## config.mk

```make
export PLATFORM = sky130hd
export DESIGN_NAME = lef_top
export DESIGN_NICKNAME = d
export VERILOG_FILES = /design/src/rtl/lef_pkg.sv /design/src/rtl/lef_pwm.sv /design/src/rtl/lef_top.sv
export SDC_FILE = /design/constraint.sdc
export NUM_CORES = 1
export LEC_CHECK = 0
export ABC_AREA = 0
export BUFFER_PORTS_ARGS = -buffer_cell sky130_fd_sc_hd__buf_2
export CAP_MARGIN = 20
export CELL_PAD_IN_SITES_DETAIL_PLACEMENT = 2
export CELL_PAD_IN_SITES_GLOBAL_PLACEMENT = 2
export CORE_MARGIN = 5
export CORE_UTILIZATION = 30
export CTS_BUF_LIST = sky130_fd_sc_hd__clkbuf_4 sky130_fd_sc_hd__clkbuf_8
export DETAILED_ROUTE_END_ITERATION = 6
export PLACE_DENSITY = 0.95
export RECOVER_POWER = 25
export SLEW_MARGIN = 20
export SYNTH_ARGS = -nofsm -noshare
export SYNTH_HDL_FRONTEND = slang
export SYNTH_HIERARCHICAL = 1
export SYNTH_SLANG_ARGS = --single-unit
```

## constraint.sdc

```tcl
create_clock -name aclk -period 4.5 [get_ports aclk]
set_input_delay 0.45 -clock aclk [delete_from_list [all_inputs] [get_ports aclk]]
set_output_delay 0.45 -clock aclk [all_outputs]
set_load 0.005 [all_outputs]
```

## src/rtl/lef_pkg.sv

```systemverilog
// constants shared by the display event flags and contrast value block
package lef_pkg;

	// ----------------------------------------------------------------
	// register byte addresses
	// ----------------------------------------------------------------
	localparam logic [31:0] CONTRAST_SETUP_ADDR = 32'h0060_0840;
	localparam logic [31:0] CONTRAST_COMPARE_ADDR = 32'h0060_0844;
	localparam logic [31:0] EVENT_ENABLE_SET_ADDR = 32'h0060_0848;
	localparam logic [31:0] EVENT_ENABLE_CLEAR_ADDR = 32'h0060_084c;
	localparam logic [31:0] EVENT_ENABLE_VIEW_ADDR = 32'h0060_0850;
	localparam logic [31:0] EVENT_PENDING_VIEW_ADDR = 32'h0060_0854;
	localparam logic [31:0] EVENT_PENDING_ACK_ADDR = 32'h0060_0858;

	// ----------------------------------------------------------------
	// field widths and positions
	// ----------------------------------------------------------------
	localparam int CMP_W = 8;
	localparam int EVT_W = 7;
	localparam int EV_EVERY_ROW = 0;
	localparam int EV_FINAL_ROW = 1;
	localparam int EV_FRAME_DONE = 2;
	localparam int EV_QUEUE_STARVED = 4;
	localparam int EV_QUEUE_OVERRUN = 5;
	localparam int EV_FETCH_FAULT = 6;
	// bit 3 is a hole in every event register
	localparam logic [EVT_W-1:0] EVT_USED = 7'h77;
	localparam int POLARITY_BIT = 2;

	// ----------------------------------------------------------------
	// reset values
	// ----------------------------------------------------------------
	localparam logic [CMP_W-1:0] CONTRAST_COMPARE_RESET = 8'h00;
	localparam logic [EVT_W-1:0] EVENT_ENABLE_RESET = 7'h00;
	localparam logic [EVT_W-1:0] EVENT_PENDING_RESET = 7'h00;
	localparam logic OUTPUT_POLARITY_RESET = 1'b0;

	// ----------------------------------------------------------------
	// bus response codes
	// ----------------------------------------------------------------
	localparam logic [1:0] RESP_OKAY = 2'h0;
	localparam logic [1:0] RESP_DECERR = 2'h3;

endpackage

```

## src/rtl/lef_pwm.sv

```systemverilog
// contrast pulse-width generator driven by the compare value
`timescale 1ns/100ps
`default_nettype none

module lef_pwm
	import lef_pkg::*;
(
	input wire logic aclk,
	input wire logic aresetn,
	input wire logic [CMP_W-1:0] contrast_compare,
	input wire logic output_polarity,
	output logic contrast_out
);

	logic [CMP_W-1:0] count;
	logic [CMP_W-1:0] next_count;
	logic next_contrast_out;
	logic below;

	// ----------------------------------------------------------------
	// counter and comparator
	// ----------------------------------------------------------------
	// free-running counter; compare of zero gives a constant inactive level
	always_comb begin
		next_count = count + 8'h01;
		below = (count < contrast_compare);
		next_contrast_out = output_polarity ? below : ~below;
	end

	// registered so the pin never glitches on the compare
	always_ff @(posedge aclk) begin
		if (!aresetn) begin
			count <= '0;
			contrast_out <= 1'b0;
		end else begin
			count <= next_count;
			contrast_out <= next_contrast_out;
		end
	end

endmodule

`default_nettype wire

```

## src/rtl/lef_top.sv

```systemverilog
// display event flag bank and contrast compare value behind an axi4-lite slave
`timescale 1ns/100ps
`default_nettype none

module lef_top
	import lef_pkg::*;
(
	input wire logic aclk,
	input wire logic aresetn,
	// axi4-lite write address
	input wire logic [31:0] awaddr,
	input wire logic [2:0] awprot,
	input wire logic awvalid,
	output logic awready,
	// axi4-lite write data
	input wire logic [31:0] wdata,
	input wire logic [3:0] wstrb,
	input wire logic wvalid,
	output logic wready,
	// axi4-lite write response
	output logic [1:0] bresp,
	output logic bvalid,
	input wire logic bready,
	// axi4-lite read address
	input wire logic [31:0] araddr,
	input wire logic [2:0] arprot,
	input wire logic arvalid,
	output logic arready,
	// axi4-lite read data
	output logic [31:0] rdata,
	output logic [1:0] rresp,
	output logic rvalid,
	input wire logic rready,
	// event sources from timing, queue and fetch logic
	input wire logic every_row_event,
	input wire logic final_row_event,
	input wire logic frame_done_event,
	input wire logic queue_starved_event,
	input wire logic queue_overrun_event,
	input wire logic fetch_fault_event,
	// outward signals
	output logic irq,
	output logic contrast_out
);

	// ----------------------------------------------------------------
	// declarations
	// ----------------------------------------------------------------
	logic aw_held;
	logic next_aw_held;
	logic [31:0] aw_addr;
	logic [31:0] next_aw_addr;
	logic next_awready;
	logic w_held;
	logic next_w_held;
	logic [31:0] w_data;
	logic [31:0] next_w_data;
	logic [3:0] w_strb;
	logic [3:0] next_w_strb;
	logic next_wready;
	logic next_bvalid;
	logic [1:0] next_bresp;
	logic do_write;
	logic low_lane;

	logic next_arready;
	logic next_rvalid;
	logic [31:0] next_rdata;
	logic [1:0] next_rresp;
	logic ar_take;

	logic [CMP_W-1:0] contrast_compare;
	logic [CMP_W-1:0] next_contrast_compare;
	logic output_polarity;
	logic next_output_polarity;
	logic [EVT_W-1:0] event_allowed;
	logic [EVT_W-1:0] next_event_allowed;
	logic [EVT_W-1:0] event_pending;
	logic [EVT_W-1:0] next_event_pending;
	logic [EVT_W-1:0] event_in;
	logic [EVT_W-1:0] wr_bits;
	logic next_irq;

	// ----------------------------------------------------------------
	// address decode helpers
	// ----------------------------------------------------------------
	// every mapped register, readable or not; the rest get decerr
	function automatic logic is_mapped(input logic [31:0] addr);
		is_mapped = (addr == CONTRAST_SETUP_ADDR) ||
			(addr == CONTRAST_COMPARE_ADDR) ||
			(addr == EVENT_ENABLE_SET_ADDR) ||
			(addr == EVENT_ENABLE_CLEAR_ADDR) ||
			(addr == EVENT_ENABLE_VIEW_ADDR) ||
			(addr == EVENT_PENDING_VIEW_ADDR) ||
			(addr == EVENT_PENDING_ACK_ADDR);
	endfunction

	// ----------------------------------------------------------------
	// event vector
	// ----------------------------------------------------------------
	// hole at bit 3 is tied low so it can never become pending
	always_comb begin
		event_in = '0;
		event_in[EV_EVERY_ROW] = every_row_event;
		event_in[EV_FINAL_ROW] = final_row_event;
		event_in[EV_FRAME_DONE] = frame_done_event;
		event_in[EV_QUEUE_STARVED] = queue_starved_event;
		event_in[EV_QUEUE_OVERRUN] = queue_overrun_event;
		event_in[EV_FETCH_FAULT] = fetch_fault_event;
	end

	// ----------------------------------------------------------------
	// write channels
	// ----------------------------------------------------------------
	// address and data are caught independently, in either order;
	// the write fires once both are held and no response is pending
	always_comb begin
		do_write = aw_held && w_held && !bvalid;
		next_aw_held = aw_held;
		next_aw_addr = aw_addr;
		next_w_held = w_held;
		next_w_data = w_data;
		next_w_strb = w_strb;
		next_bvalid = bvalid;
		next_bresp = bresp;
		if (awvalid && awready) begin
			next_aw_held = 1'b1;
			next_aw_addr = awaddr;
		end
		if (wvalid && wready) begin
			next_w_held = 1'b1;
			next_w_data = wdata;
			next_w_strb = wstrb;
		end
		if (bvalid && bready) begin
			next_bvalid = 1'b0;
		end
		if (do_write) begin
			next_aw_held = 1'b0;
			next_w_held = 1'b0;
			next_bvalid = 1'b1;
			next_bresp = is_mapped(aw_addr) ? RESP_OKAY : RESP_DECERR;
		end
		next_awready = !next_aw_held;
		next_wready = !next_w_held;
	end

	always_ff @(posedge aclk) begin
		if (!aresetn) begin
			aw_held <= 1'b0;
			aw_addr <= '0;
			awready <= 1'b0;
			w_held <= 1'b0;
			w_data <= '0;
			w_strb <= '0;
			wready <= 1'b0;
			bvalid <= 1'b0;
			bresp <= RESP_OKAY;
		end else begin
			aw_held <= next_aw_held;
			aw_addr <= next_aw_addr;
			awready <= next_awready;
			w_held <= next_w_held;
			w_data <= next_w_data;
			w_strb <= next_w_strb;
			wready <= next_wready;
			bvalid <= next_bvalid;
			bresp <= next_bresp;
		end
	end

	// ----------------------------------------------------------------
	// read channels
	// ----------------------------------------------------------------
	// one read in flight; data returns the cycle after the address
	always_comb begin
		ar_take = arvalid && arready;
		next_rvalid = rvalid;
		next_rdata = rdata;
		next_rresp = rresp;
		if (rvalid && rready) begin
			next_rvalid = 1'b0;
		end
		if (ar_take) begin
			next_rvalid = 1'b1;
			next_rdata = '0;
			next_rresp = RESP_OKAY;
			unique case (araddr)
				CONTRAST_SETUP_ADDR: begin
					next_rdata[POLARITY_BIT] = output_polarity;
				end
				CONTRAST_COMPARE_ADDR: begin
					next_rdata[CMP_W-1:0] = contrast_compare;
				end
				EVENT_ENABLE_VIEW_ADDR: begin
					next_rdata[EVT_W-1:0] = event_allowed & EVT_USED;
				end
				EVENT_PENDING_VIEW_ADDR: begin
					next_rdata[EVT_W-1:0] = event_pending & EVT_USED;
				end
				EVENT_ENABLE_SET_ADDR, EVENT_ENABLE_CLEAR_ADDR,
				EVENT_PENDING_ACK_ADDR: begin
					// write-only registers read back zero
					next_rdata = '0;
				end
				default: begin
					next_rresp = RESP_DECERR;
				end
			endcase
		end
		next_arready = !next_rvalid;
	end

	always_ff @(posedge aclk) begin
		if (!aresetn) begin
			arready <= 1'b0;
			rvalid <= 1'b0;
			rdata <= '0;
			rresp <= RESP_OKAY;
		end else begin
			arready <= next_arready;
			rvalid <= next_rvalid;
			rdata <= next_rdata;
			rresp <= next_rresp;
		end
	end

	// ----------------------------------------------------------------
	// register file and interrupt
	// ----------------------------------------------------------------
	// all writable fields live in byte lane 0, so only that lane matters;
	// a hardware event in the same cycle as its ack wins over the ack
	always_comb begin
		low_lane = do_write && w_strb[0];
		wr_bits = w_data[EVT_W-1:0] & EVT_USED;
		next_contrast_compare = contrast_compare;
		next_output_polarity = output_polarity;
		next_event_allowed = event_allowed;
		next_event_pending = event_pending;
		if (low_lane) begin
			unique case (aw_addr)
				CONTRAST_SETUP_ADDR: begin
					next_output_polarity = w_data[POLARITY_BIT];
				end
				CONTRAST_COMPARE_ADDR: begin
					next_contrast_compare = w_data[CMP_W-1:0];
				end
				EVENT_ENABLE_SET_ADDR: begin
					next_event_allowed = event_allowed | wr_bits;
				end
				EVENT_ENABLE_CLEAR_ADDR: begin
					next_event_allowed = event_allowed & ~wr_bits;
				end
				EVENT_PENDING_ACK_ADDR: begin
					next_event_pending = event_pending & ~wr_bits;
				end
				default: begin
					// read-only or unmapped: writes have no effect
					next_event_pending = event_pending;
				end
			endcase
		end
		next_event_pending = next_event_pending | (event_in & EVT_USED);
		next_irq = |(next_event_pending & next_event_allowed);
	end

	always_ff @(posedge aclk) begin
		if (!aresetn) begin
			contrast_compare <= CONTRAST_COMPARE_RESET;
			output_polarity <= OUTPUT_POLARITY_RESET;
			event_allowed <= EVENT_ENABLE_RESET;
			event_pending <= EVENT_PENDING_RESET;
			irq <= 1'b0;
		end else begin
			contrast_compare <= next_contrast_compare;
			output_polarity <= next_output_polarity;
			event_allowed <= next_event_allowed;
			event_pending <= next_event_pending;
			irq <= next_irq;
		end
	end

	// ----------------------------------------------------------------
	// contrast generator
	// ----------------------------------------------------------------
	lef_pwm u_pwm (
		.aclk(aclk),
		.aresetn(aresetn),
		.contrast_compare(contrast_compare),
		.output_polarity(output_polarity),
		.contrast_out(contrast_out)
	);

endmodule

`default_nettype wire

```

==> metrics.txt, run 1 <==
status complete, no violations; largest area contributor in the netlist dfxtp_1; Final Hold Slack between 0.3 and 0.4 ns; total power about 0.0016 W; die height between 100 and 150 µm; final worst path period need around 2.7 ns; antenna violations before repair 0; Post-DP Area between 4000 and 5000 µm²; max cap viols 0; Largest stage delay, worst path between 0.5 and 0.6 ns; Leak roughly 2.1 nW; fin nets between 600 and 700; Slowest cell on crit path or4_4; layout cell share with drive strength beyond 1 0.243; First-pass DRT Iterations 4; Finished Cell Area 4790 µm²; Reg clk slew, reported paths 0.09 ns; Total Routing Usage GR 0.175; Clock Path Buffers 2; worst vdd ir 0.115 mV; number of I/O pins between 150 and 200; clk_lat worst skew approximately 0.38 ns; Rows between 40 and 50; Pwr Density ~320 nW/µm²; Final Hold Vio Count 0; die area approximately 16,000 µm²; fin. max-slew vios 0; Total Wirelength roughly 14,000 µm; fmax about 370 MHz; post-CTS sizing 0; CTS Hold Bufs 0; Syn Area/Cell around 8.7 µm²; pin count of the biggest net entering global routing 53; clock root buffer clkbuf_8; met2 usage 0.323; Post-synth ARST share 0; number of global-route vias before repair 4,214; H-tree depth 3; area share of the largest cell type after synthesis 0.440; dpl hpwl ~10,000 µm; most used cell, CP o22ai_1; Final period util 0.604; Finish-stage setup viols 0; HP Class input port to register; sequential area share after synthesis 0.440; CP required between 4 and 5 ns; synth warn 6; # clock sinks approximately 90; Critical Path AT 2.98 ns; critical path class register to register; vias after detailed routing roughly 3,700; Top Family by Delay on Critical Path simple AND/OR/NAND/NOR gates; P_sw 0.000431 W; Final TNS setup 0 ns; Comb power frac 0.108; Routed wire per std cell roughly 19 µm; total gr overflow 0; Inserted Clock Buffers 9; # fillers roughly 1,500; # diodes 0; Sw Ratio 0.278; Sequential Power Share 0.545; Via-to-Cell Ratio between 5 and 6; worst-path cell chain or4_4, nor4_4, nand3_1, o22ai_1, o22ai_1, o31a_1; Core Footprint approximately 13,000 µm²; Layout area overhead 18.2%; met1 Resource Use GR 0.191; Worst-Margin Slew 1.06 ns; grt met3 use 0.0432; FF+latch area approximately 1800 µm²; Setup Skew ~0.015 ns; Clock power frac 0.348; Initial Utilization 0.306; postcts setup bufs 0; die width 126 µm; RSZ-0062 raised after global routing false; Most Used Layer, Global Route met2; IO Port Bufs about 100; Post-synth top flop dfxtp_1; First DRT Iteration DRCs between 100 and 150; Worst Path Buf+Inv 0; ranking of synthesized cells by area dfxtp_1, nand2_1, a21oi_1, buf_4, mux2i_1; Synth cell types 55; multi-input logic area roughly 2000 µm²; Crit Path Max Fanout 10; Internal between 0.001 and 0.0015 W; drc violations 0; first-pass GRT wire length between 20,000 and 25,000 µm; Post-Syn Area ~4100 µm²; top post-synthesis cells by count dfxtp_1, nand2_1, a21oi_1; synthesized flop and latch total 89; Antenna Nets Post-Route 0; Critical Path Sink Type register; Post-synth EDFFs 0; crit start category register; Post-Syn Instances 466; worst-case headroom to the max-slew limit 0.289; worst slack, placed approximately 1.9 ns; CTS tree built; setup ws final 1.78 ns; placer congestion estimate slightly above 0.9
==> final cells by class <==
| type | instances | area share |
|---|---|---|
| Multi-Input combinational cell | 342 | 0.424 |
| Tap cell | 176 | 0.0460 |
| Clock buffer | 11 | 0.0316 |
| Timing Repair Buffer | 106 | 0.110 |
| Inverter | 11 | 0.00862 |
| Sequential cell | 89 | 0.372 |
| Clock inverter | 5 | 0.00784 |
==> power groups by stage <==
| stage | Combinational [W] | Sequential (W) | Clock (W) |
|---|---|---|---|
| 4_1_cts | 0.000171 | 0.000845 | 0.000554 |
| 3_5_place_dp | 0.000167 | 0.000862 | 0 |
| 6_report | 0.000167 | 0.000845 | 0.000539 |
| 5_1_grt | 0.000189 | 0.000849 | 0.000591 |
| 3_3_place_gp | 0.000156 | 0.000859 | 0 |
| 2_1_floorplan | 0.000110 | 0.000852 | 0 |
==> sequential cells by signal, indices dropped and copies added (netlist names) <==
register and flops:
event_allowed 6, event_pending 6, u_pwm/count 8, w_data 8, rvalid 1, aw_addr 32
output_polarity 1, w_held 1, awready 1, rdata 8, arready 1, bresp 1
irq 1, rresp 1, w_strb 1, bvalid 1, wready 1, contrast_compare 8
aw_held 1, u_pwm/contrast_out 1
==> metrics by stage <==
step / std cells / util
detailed placement: 724 / 0.348
floorplan: 489 / -
global placement: 724 / 0.348
finish: 740 / 0.362
global route: 740 / 0.362
CTS: 740 / 0.362
==> metal layers <==
metal / wire (µm) / part of all wire
met1: 5490 / 0.40
met2: 7240 / 0.52
met3: 762 / 0.055
met4: 301 / 0.022
met5: 0 / 0
==> layout by cell type (no fill, tap or decap), types with 3 or more instances in the layout <==
cell | synthesis | final
conb_1 | 1 | 24
nand2b_1 | 6 | 6
ha_1 | 8 | 8
a21oi_1 | 48 | 48
nor4b_1 | 9 | 9
and3_1 | 9 | 10
xnor2_1 | 4 | 4
a22o_1 | 10 | 10
or4_1 | 5 | 5
o21ai_0 | 3 | 3
nor4_1 | 5 | 5
nand3_1 | 8 | 8
and2_1 | 11 | 5
o22ai_1 | 7 | 7
inv_1 | 10 | 10
clkbuf_1 | 17 | 6
and2_0 | 0 | 6
mux2i_1 | 15 | 15
clkbuf_8 | 1 | 11
nand4_1 | 10 | 10
mux2_2 | 6 | 6
nor2_1 | 29 | 29
dfxtp_1 | 89 | 89
nand2_1 | 89 | 89
buf_2 | 1 | 98
==> worst min-delay path: stages <==
cell and delay [ns]:
buf_2 0.08, a21oi_1 0.05, nor2_1 0.08
==> path summary, 6_finish.rpt <==
check / start / end / slack, ns / cells after the start
setup reg to reg: aw_addr[20]$_SDFFE_PN0P_ / irq$_SDFF_PN0_ / 1.78 / 6
hold / removal: every_row_event / event_pending[0]$_SDFF_PN0_ / 0.30 / 3
setup / recovery: aw_addr[20]$_SDFFE_PN0P_ / irq$_SDFF_PN0_ / 1.78 / 6
hold reg to reg: aw_addr[16]$_SDFFE_PN0P_ / aw_addr[16]$_SDFFE_PN0P_ / 0.47 / 2
==> cell families (layout without fill, tap and decap cells) <==
kind of cell / count (synthesis) / after routing / share of synthesized area
compound gates: 78 / 78 / 0.120
xor+xnor: 6 / 6 / 0.0130
fa+ha+maj: 8 / 8 / 0.0247
buf+inv: 58 / 133 / 0.0806
flops: 89 / 89 / 0.440
mux: 22 / 22 / 0.0593
other cells: 1 / 24 / 0.000926
simple gates: 204 / 204 / 0.262
No activity file was read; power rests on OpenSTA's default activity.
==> run 2: changes to the inputs <==
--- a/config.mk
+++ b/config.mk
@@ -11,10 +11,10 @@
 export CELL_PAD_IN_SITES_DETAIL_PLACEMENT = 2
 export CELL_PAD_IN_SITES_GLOBAL_PLACEMENT = 2
 export CORE_MARGIN = 5
-export CORE_UTILIZATION = 30
+export CORE_UTILIZATION = 28
 export CTS_BUF_LIST = sky130_fd_sc_hd__clkbuf_4 sky130_fd_sc_hd__clkbuf_8
 export DETAILED_ROUTE_END_ITERATION = 6
-export PLACE_DENSITY = 0.95
+export PLACE_DENSITY = 0.91
 export RECOVER_POWER = 25
 export SLEW_MARGIN = 20
 export SYNTH_ARGS = -nofsm -noshare
==> constraint.sdc (replaced) <==
create_clock -name aclk -period 2.7 [get_ports aclk]
set_input_delay 0.27 -clock aclk [delete_from_list [all_inputs] [get_ports aclk]]
set_output_delay 0.27 -clock aclk [all_outputs]
set_load 0.005 [all_outputs]
==> run 2 against run 1 <==
  * Via count fell by 1.4%
  * Wire length fell by 6.2%
  * Non-clock buffer count rose by 4
  * Setup slack got worse by 1.6 ns
  * Die area rose by 6.6%
  * Global-route usage fell by 2.3 points
  * Power rose by 75%
  * Core utilization fell by 2.3 points
  * Flip-flop and latch count did not move
==> metrics.txt, run 2 (same netlist as run 1, synthesis figures left out) <==
R2R depth 6 (unchanged); placer congestion estimate 0.778 (-16%); Clock Path Buffers 2 (unchanged); first-pass GRT wire length 20,300 µm (-7.7%); die width 130 µm (+3.2%); Final Hold Vio Count 0 (unchanged); vias after detailed routing 3,653 (-1.4%); antenna violations before repair 0 (unchanged); Reg clk slew, reported paths 0.09 ns (about the same); Core Footprint 14,400 µm² (+8.5%); Setup Skew 0.0108 ns (-0.00416 ns); H-tree depth 3 (unchanged); FF+latch area 1780 µm² (unchanged); RSZ-0062 raised after global routing false; setup slack, reg-to-reg 0.23 ns (-1.55 ns); worst-case headroom to the max-slew limit 0.185 (-0.105); die area 17,000 µm² (+6.6%); fin. max-slew vios 0 (unchanged); Final Hold Slack 0.127 ns (-0.177 ns); Rows 44 (+4.8%); layout cell share with drive strength beyond 1 0.247 (+0.00401); Total Wirelength 12,900 µm (-6.2%); Leak 2.10 nW (+2.1%); Final TNS setup 0 ns (unchanged); critical path class register to register; Most flops, register aw_addr; Final Core Density 0.338 (-0.0233); Antenna Nets Post-Route 0 (unchanged); most frequent cells in the layout buf_2, dfxtp_1, nand2_1, a21oi_1, nor2_1; fin nets 690 (+0.58%); worst r2r src aw_addr[12]$_SDFFE_PN0P_; HP Class input port to register; crit path launch aw_addr[12]$_SDFFE_PN0P_; die height 130 µm (+3.2%); clk_lat worst skew 0.37 ns (about the same); Worst-Margin Slew 1.22 ns (+0.158 ns); Largest register FFs 32 (unchanged); CP required 2.95 ns (-1.81 ns); Total Routing Usage GR 0.152 (-0.0228); FF-to-FF End irq$_SDFF_PN0_; drc violations 0 (unchanged); worst vdd ir 0.182 mV (+59%); worst slack, placed 0.103 ns (-1.79 ns); Critical Path Sink Type register; Critical Path AT 2.72 ns (-0.26 ns); # clock sinks 89 (unchanged); max cap viols 0 (unchanged); Inserted Clock Buffers 9 (unchanged); Layout area overhead 20.0%; Pwr Density 557 nW/µm² (+72%); status complete, no violations; Finish-stage setup viols 0 (unchanged); number of global-route vias before repair 4,071 (-3.4%); total power 0.00271 W (+75%); crit start category register; # diodes 0 (unchanged); First DRT Iteration DRCs 111 (-9.0%); Routed wire per std cell 17.2 µm (-7.6%); multi-input logic area 2040 µm² (+0.43%); clock root buffer clkbuf_8; setup ws final 0.231 ns (-1.55 ns); IO Port Bufs 104 (unchanged); Initial Utilization 0.282 (-0.0240); Crit Path Max Fanout 4 (-6); First-pass DRT Iterations 4 (unchanged); Final period util 0.915 (+0.310); total gr overflow 0 (unchanged); commonest non-fill, non-tap cell in the layout buf_2; Via-to-Cell Ratio 4.86 (-2.8%); number of I/O pins 162 (unchanged); final worst path period need 2.47 ns (-0.250 ns); postcts setup bufs 0 (unchanged); post-CTS sizing 0 (unchanged); Setup crit end irq$_SDFF_PN0_; dpl hpwl 10,000 µm (-0.57%); CTS tree built; # fillers 1,663 (+7.6%); CTS Hold Bufs 0 (unchanged); pin count of the biggest net entering global routing 38 (-28%); fmax 405 MHz (+10%)
[run 2: area by class of cell]
class                   count  area share
inverters                  11     0.00849
clock buffers              10      0.0283
multi-input cells         342       0.419
clock inverters             5      0.0162
well taps                 184      0.0474
flip-flops and latches     89       0.367
repair buffers            110       0.114
[run 2: critical path, cell delays in order, from the launching register on]
cell and delay, ns:
dfxtp_1 0.32, or4_1 0.59, nor4_2 0.39, nand3_1 0.31, o22ai_1 0.29, o22ai_1 0.15
o31a_1 0.31
[run 2: power by group]
part / leakage, nW / total (W) / internal (W) / switching [W]
logic: 1.27 / 0.000280 / 0.000122 / 0.000158
clock network: 0.113 / 0.00102 / 0.000542 / 0.000481
registers: 0.725 / 0.00141 / 0.00136 / 0.0000437
total: 2.10 / 0.00271 / 0.00203 / 0.000683
[run 2: how the worst min path moves through the flow]
stage          slack, ns                startpoint  cells past startpoint                       end
3_5_place_dp        0.45  aw_addr[14]$_SDFFE_PN0P_                      2  aw_addr[14]$_SDFFE_PN0P_
5_1_grt             0.12                awaddr[30]                      3  aw_addr[30]$_SDFFE_PN0P_
6_report            0.13                awaddr[20]                      3  aw_addr[20]$_SDFFE_PN0P_
3_3_place_gp        0.44  aw_addr[16]$_SDFFE_PN0P_                      2  aw_addr[16]$_SDFFE_PN0P_
4_1_cts             0.12                awaddr[20]                      3  aw_addr[20]$_SDFFE_PN0P_
2_1_floorplan       0.39                   aresetn                      1        awready$_SDFF_PN0_
[run 2: per-layer routing]
metal | vias up | track usage | wire (µm)
met2 | 109 | 0.286 | 6750
met5 | - | 0 | 0
met3 | 15 | 0.0323 | 756
met4 | 0 | 0.0446 | 187
met1 | 1767 | 0.172 | 5250
li1 | 1762 | - | -
[run 2: stage by stage]
step,std cells,area [µm²]
2_1_floorplan,489,4140
6_report,751,4860
5_1_grt,751,4860
3_5_place_dp,736,4650
4_1_cts,751,4860
3_3_place_gp,736,4650
==> run 3: changes to the inputs <==
--- a/config.mk
+++ b/config.mk
@@ -14,6 +14,7 @@
 export CORE_UTILIZATION = 28
 export CTS_BUF_LIST = sky130_fd_sc_hd__clkbuf_4 sky130_fd_sc_hd__clkbuf_8
 export DETAILED_ROUTE_END_ITERATION = 6
+export MAX_ROUTING_LAYER = met4
 export PLACE_DENSITY = 0.91
 export RECOVER_POWER = 25
 export SLEW_MARGIN = 20
==> run 3 against run 2 <==
  * Worst hold slack got worse by 0.0013 ns
  * Clock power is essentially flat
  * Core utilization stayed put
  * Power about the same
  * Register-to-register slack hardly changed
  * Combinational power is essentially flat
  * Setup slack worse by 0.0013 ns
  * Largest power group unchanged
==> metrics.txt, run 3 (same netlist as run 1, synthesis figures left out) <==
status complete, no violations; # clock sinks 89 (unchanged); Reg clk slew, reported paths 0.09 ns (about the same); setup slack, reg-to-reg 0.23 ns (about the same); Critical Path AT 2.72 ns (about the same); Pwr Density 558 nW/µm² (about the same); CTS Hold Bufs 0 (unchanged); dpl hpwl 10,000 µm (unchanged); Worst-Margin Slew 1.22 ns (-0.00402 ns); Layout area overhead 20.0% (unchanged); Critical Path Sink Type register; most frequent cells in the layout buf_2, dfxtp_1, nand2_1, a21oi_1, nor2_1; clk_lat worst skew 0.37 ns (about the same); end of the worst hold path aw_addr[20]$_SDFFE_PN0P_; FF-to-FF End irq$_SDFF_PN0_; commonest non-fill, non-tap cell in the layout buf_2; Antenna Nets Post-Route 0 (unchanged); post-CTS sizing 0 (unchanged); Rows 44 (unchanged); Routed wire per std cell 17.2 µm (about the same); CP required 2.95 ns (about the same); CTS tree built; layout cell share with drive strength beyond 1 0.247 (unchanged); antenna violations before repair 0 (unchanged); first-pass GRT wire length 20,400 µm (+0.20%); Crit Path Max Fanout 4 (unchanged); RSZ-0062 raised after global routing false; Total Wirelength 13,000 µm (about the same); die area 17,000 µm² (unchanged); First-pass DRT Iterations 4 (unchanged); fmax 405 MHz (about the same); Clock Path Buffers 2 (unchanged); critical path class register to register; total power 0.00271 W (about the same); Final Hold Vio Count 0 (unchanged); number of global-route vias before repair 4,069 (-0.049%); Leak 2.10 nW (unchanged); clock root buffer clkbuf_8; R2R depth 6 (unchanged); postcts setup bufs 0 (unchanged); H-tree depth 3 (unchanged); placer congestion estimate 0.789 (+1.4%); pin count of the biggest net entering global routing 38 (unchanged); Finish-stage setup viols 0 (unchanged); Final TNS setup 0 ns (unchanged); IO Port Bufs 104 (unchanged); worst-case headroom to the max-slew limit 0.187 (+0.00268); drc violations 0 (unchanged); crit start category register; Final Core Density 0.338 (unchanged); Initial Utilization 0.282 (unchanged); Slowest cell on crit path or4_1; Hold Startpoint awaddr[20]; fin nets 690 (unchanged); total gr overflow 0 (unchanged); # fillers 1,663 (unchanged); Inserted Clock Buffers 9 (unchanged); worst vdd ir 0.183 mV (+0.57%); Final Hold Slack 0.126 ns (-0.00135 ns); hold-critical path depth 3 (unchanged); most used cell, CP o22ai_1; vias after detailed routing 3,644 (-0.25%); First DRT Iteration DRCs 126 (+14%); Final period util 0.915 (about the same); Via-to-Cell Ratio 4.85 (-0.25%); Largest register FFs 32 (unchanged); worst-path cell chain or4_1, nor4_2, nand3_1, o22ai_1, o22ai_1, o31a_1; Core Footprint 14,400 µm² (unchanged); HP Class input port to register; Total Routing Usage GR 0.157 (+0.00472); Most flops, register aw_addr; # diodes 0 (unchanged); Worst Path Buf+Inv 0 (unchanged); final worst path period need 2.47 ns (+0.00130 ns); die width 130 µm (unchanged); Setup Skew 0.0106 ns (-0.000203 ns); fin. max-slew vios 0 (unchanged); worst r2r src aw_addr[12]$_SDFFE_PN0P_; Largest stage delay, worst path 0.59 ns (about the same); number of I/O pins 162 (unchanged); die height 130 µm (unchanged); max cap viols 0 (unchanged); Top Family by Delay on Critical Path simple AND/OR/NAND/NOR gates
run 3: cell counts in the layout (fill, tap and decap cells not counted):
Identical to the previous run, type by type.
run 3: tightest hold or removal path: stages:
cell and delay [ns]:
buf_2 0.10, nand2_1 0.04, a21oi_1 0.05
run 3: per-stage QoR:
stage | instance area (µm²) | instances | setup WS [ns]
4_1_cts | 4860 | 751 | 0.0408
2_1_floorplan | 4140 | 489 | 0.588
5_1_grt | 4860 | 751 | 0.153
3_5_place_dp | 4650 | 736 | 0.103
6_report | 4860 | 751 | 0.229
3_3_place_gp | 4650 | 736 | 0.365
run 3: how the worst max path moves through the flow:
| stage | endpoint | slack (ns) | startpoint | depth (start not counted) |
|---|---|---|---|---|
| global route | irq$_SDFF_PN0_ | 0.15 | aw_addr[12]$_SDFFE_PN0P_ | 6 |
| global placement | irq$_SDFF_PN0_ | 0.37 | aw_addr[12]$_SDFFE_PN0P_ | 6 |
| detailed placement | irq$_SDFF_PN0_ | 0.10 | aw_addr[12]$_SDFFE_PN0P_ | 6 |
| CTS | irq$_SDFF_PN0_ | 0.04 | aw_addr[12]$_SDFFE_PN0P_ | 6 |
| finish | irq$_SDFF_PN0_ | 0.23 | aw_addr[12]$_SDFFE_PN0P_ | 6 |
| floorplan | irq$_SDFF_PN0_ | 0.59 | aw_addr[20]$_SDFFE_PN0P_ | 6 |
run 3: final cells by class:
cell class	instances	area, µm²	area share
inverters	11	41.3	0.00849
well taps	184	230	0.0474
repair buffers	110	554	0.114
clock buffers	10	138	0.0283
clock inverters	5	78.8	0.0162
multi-input cells	342	2040	0.419
flip-flops and latches	89	1780	0.367
run 3: layer usage:
metal	track usage	wire length, µm
met4	0.0446	193
met5	-	0
met1	0.174	5310
met3	0.0303	706
met2	0.286	6740
run 3: report_power, final:
group,internal (W),switching [W],total (W),leakage [nW]
Clock,0.000542,0.000482,0.00102,0.113
Sequential,0.00136,0.0000437,0.00141,0.725
Combinational,0.000122,0.000158,0.000280,1.27
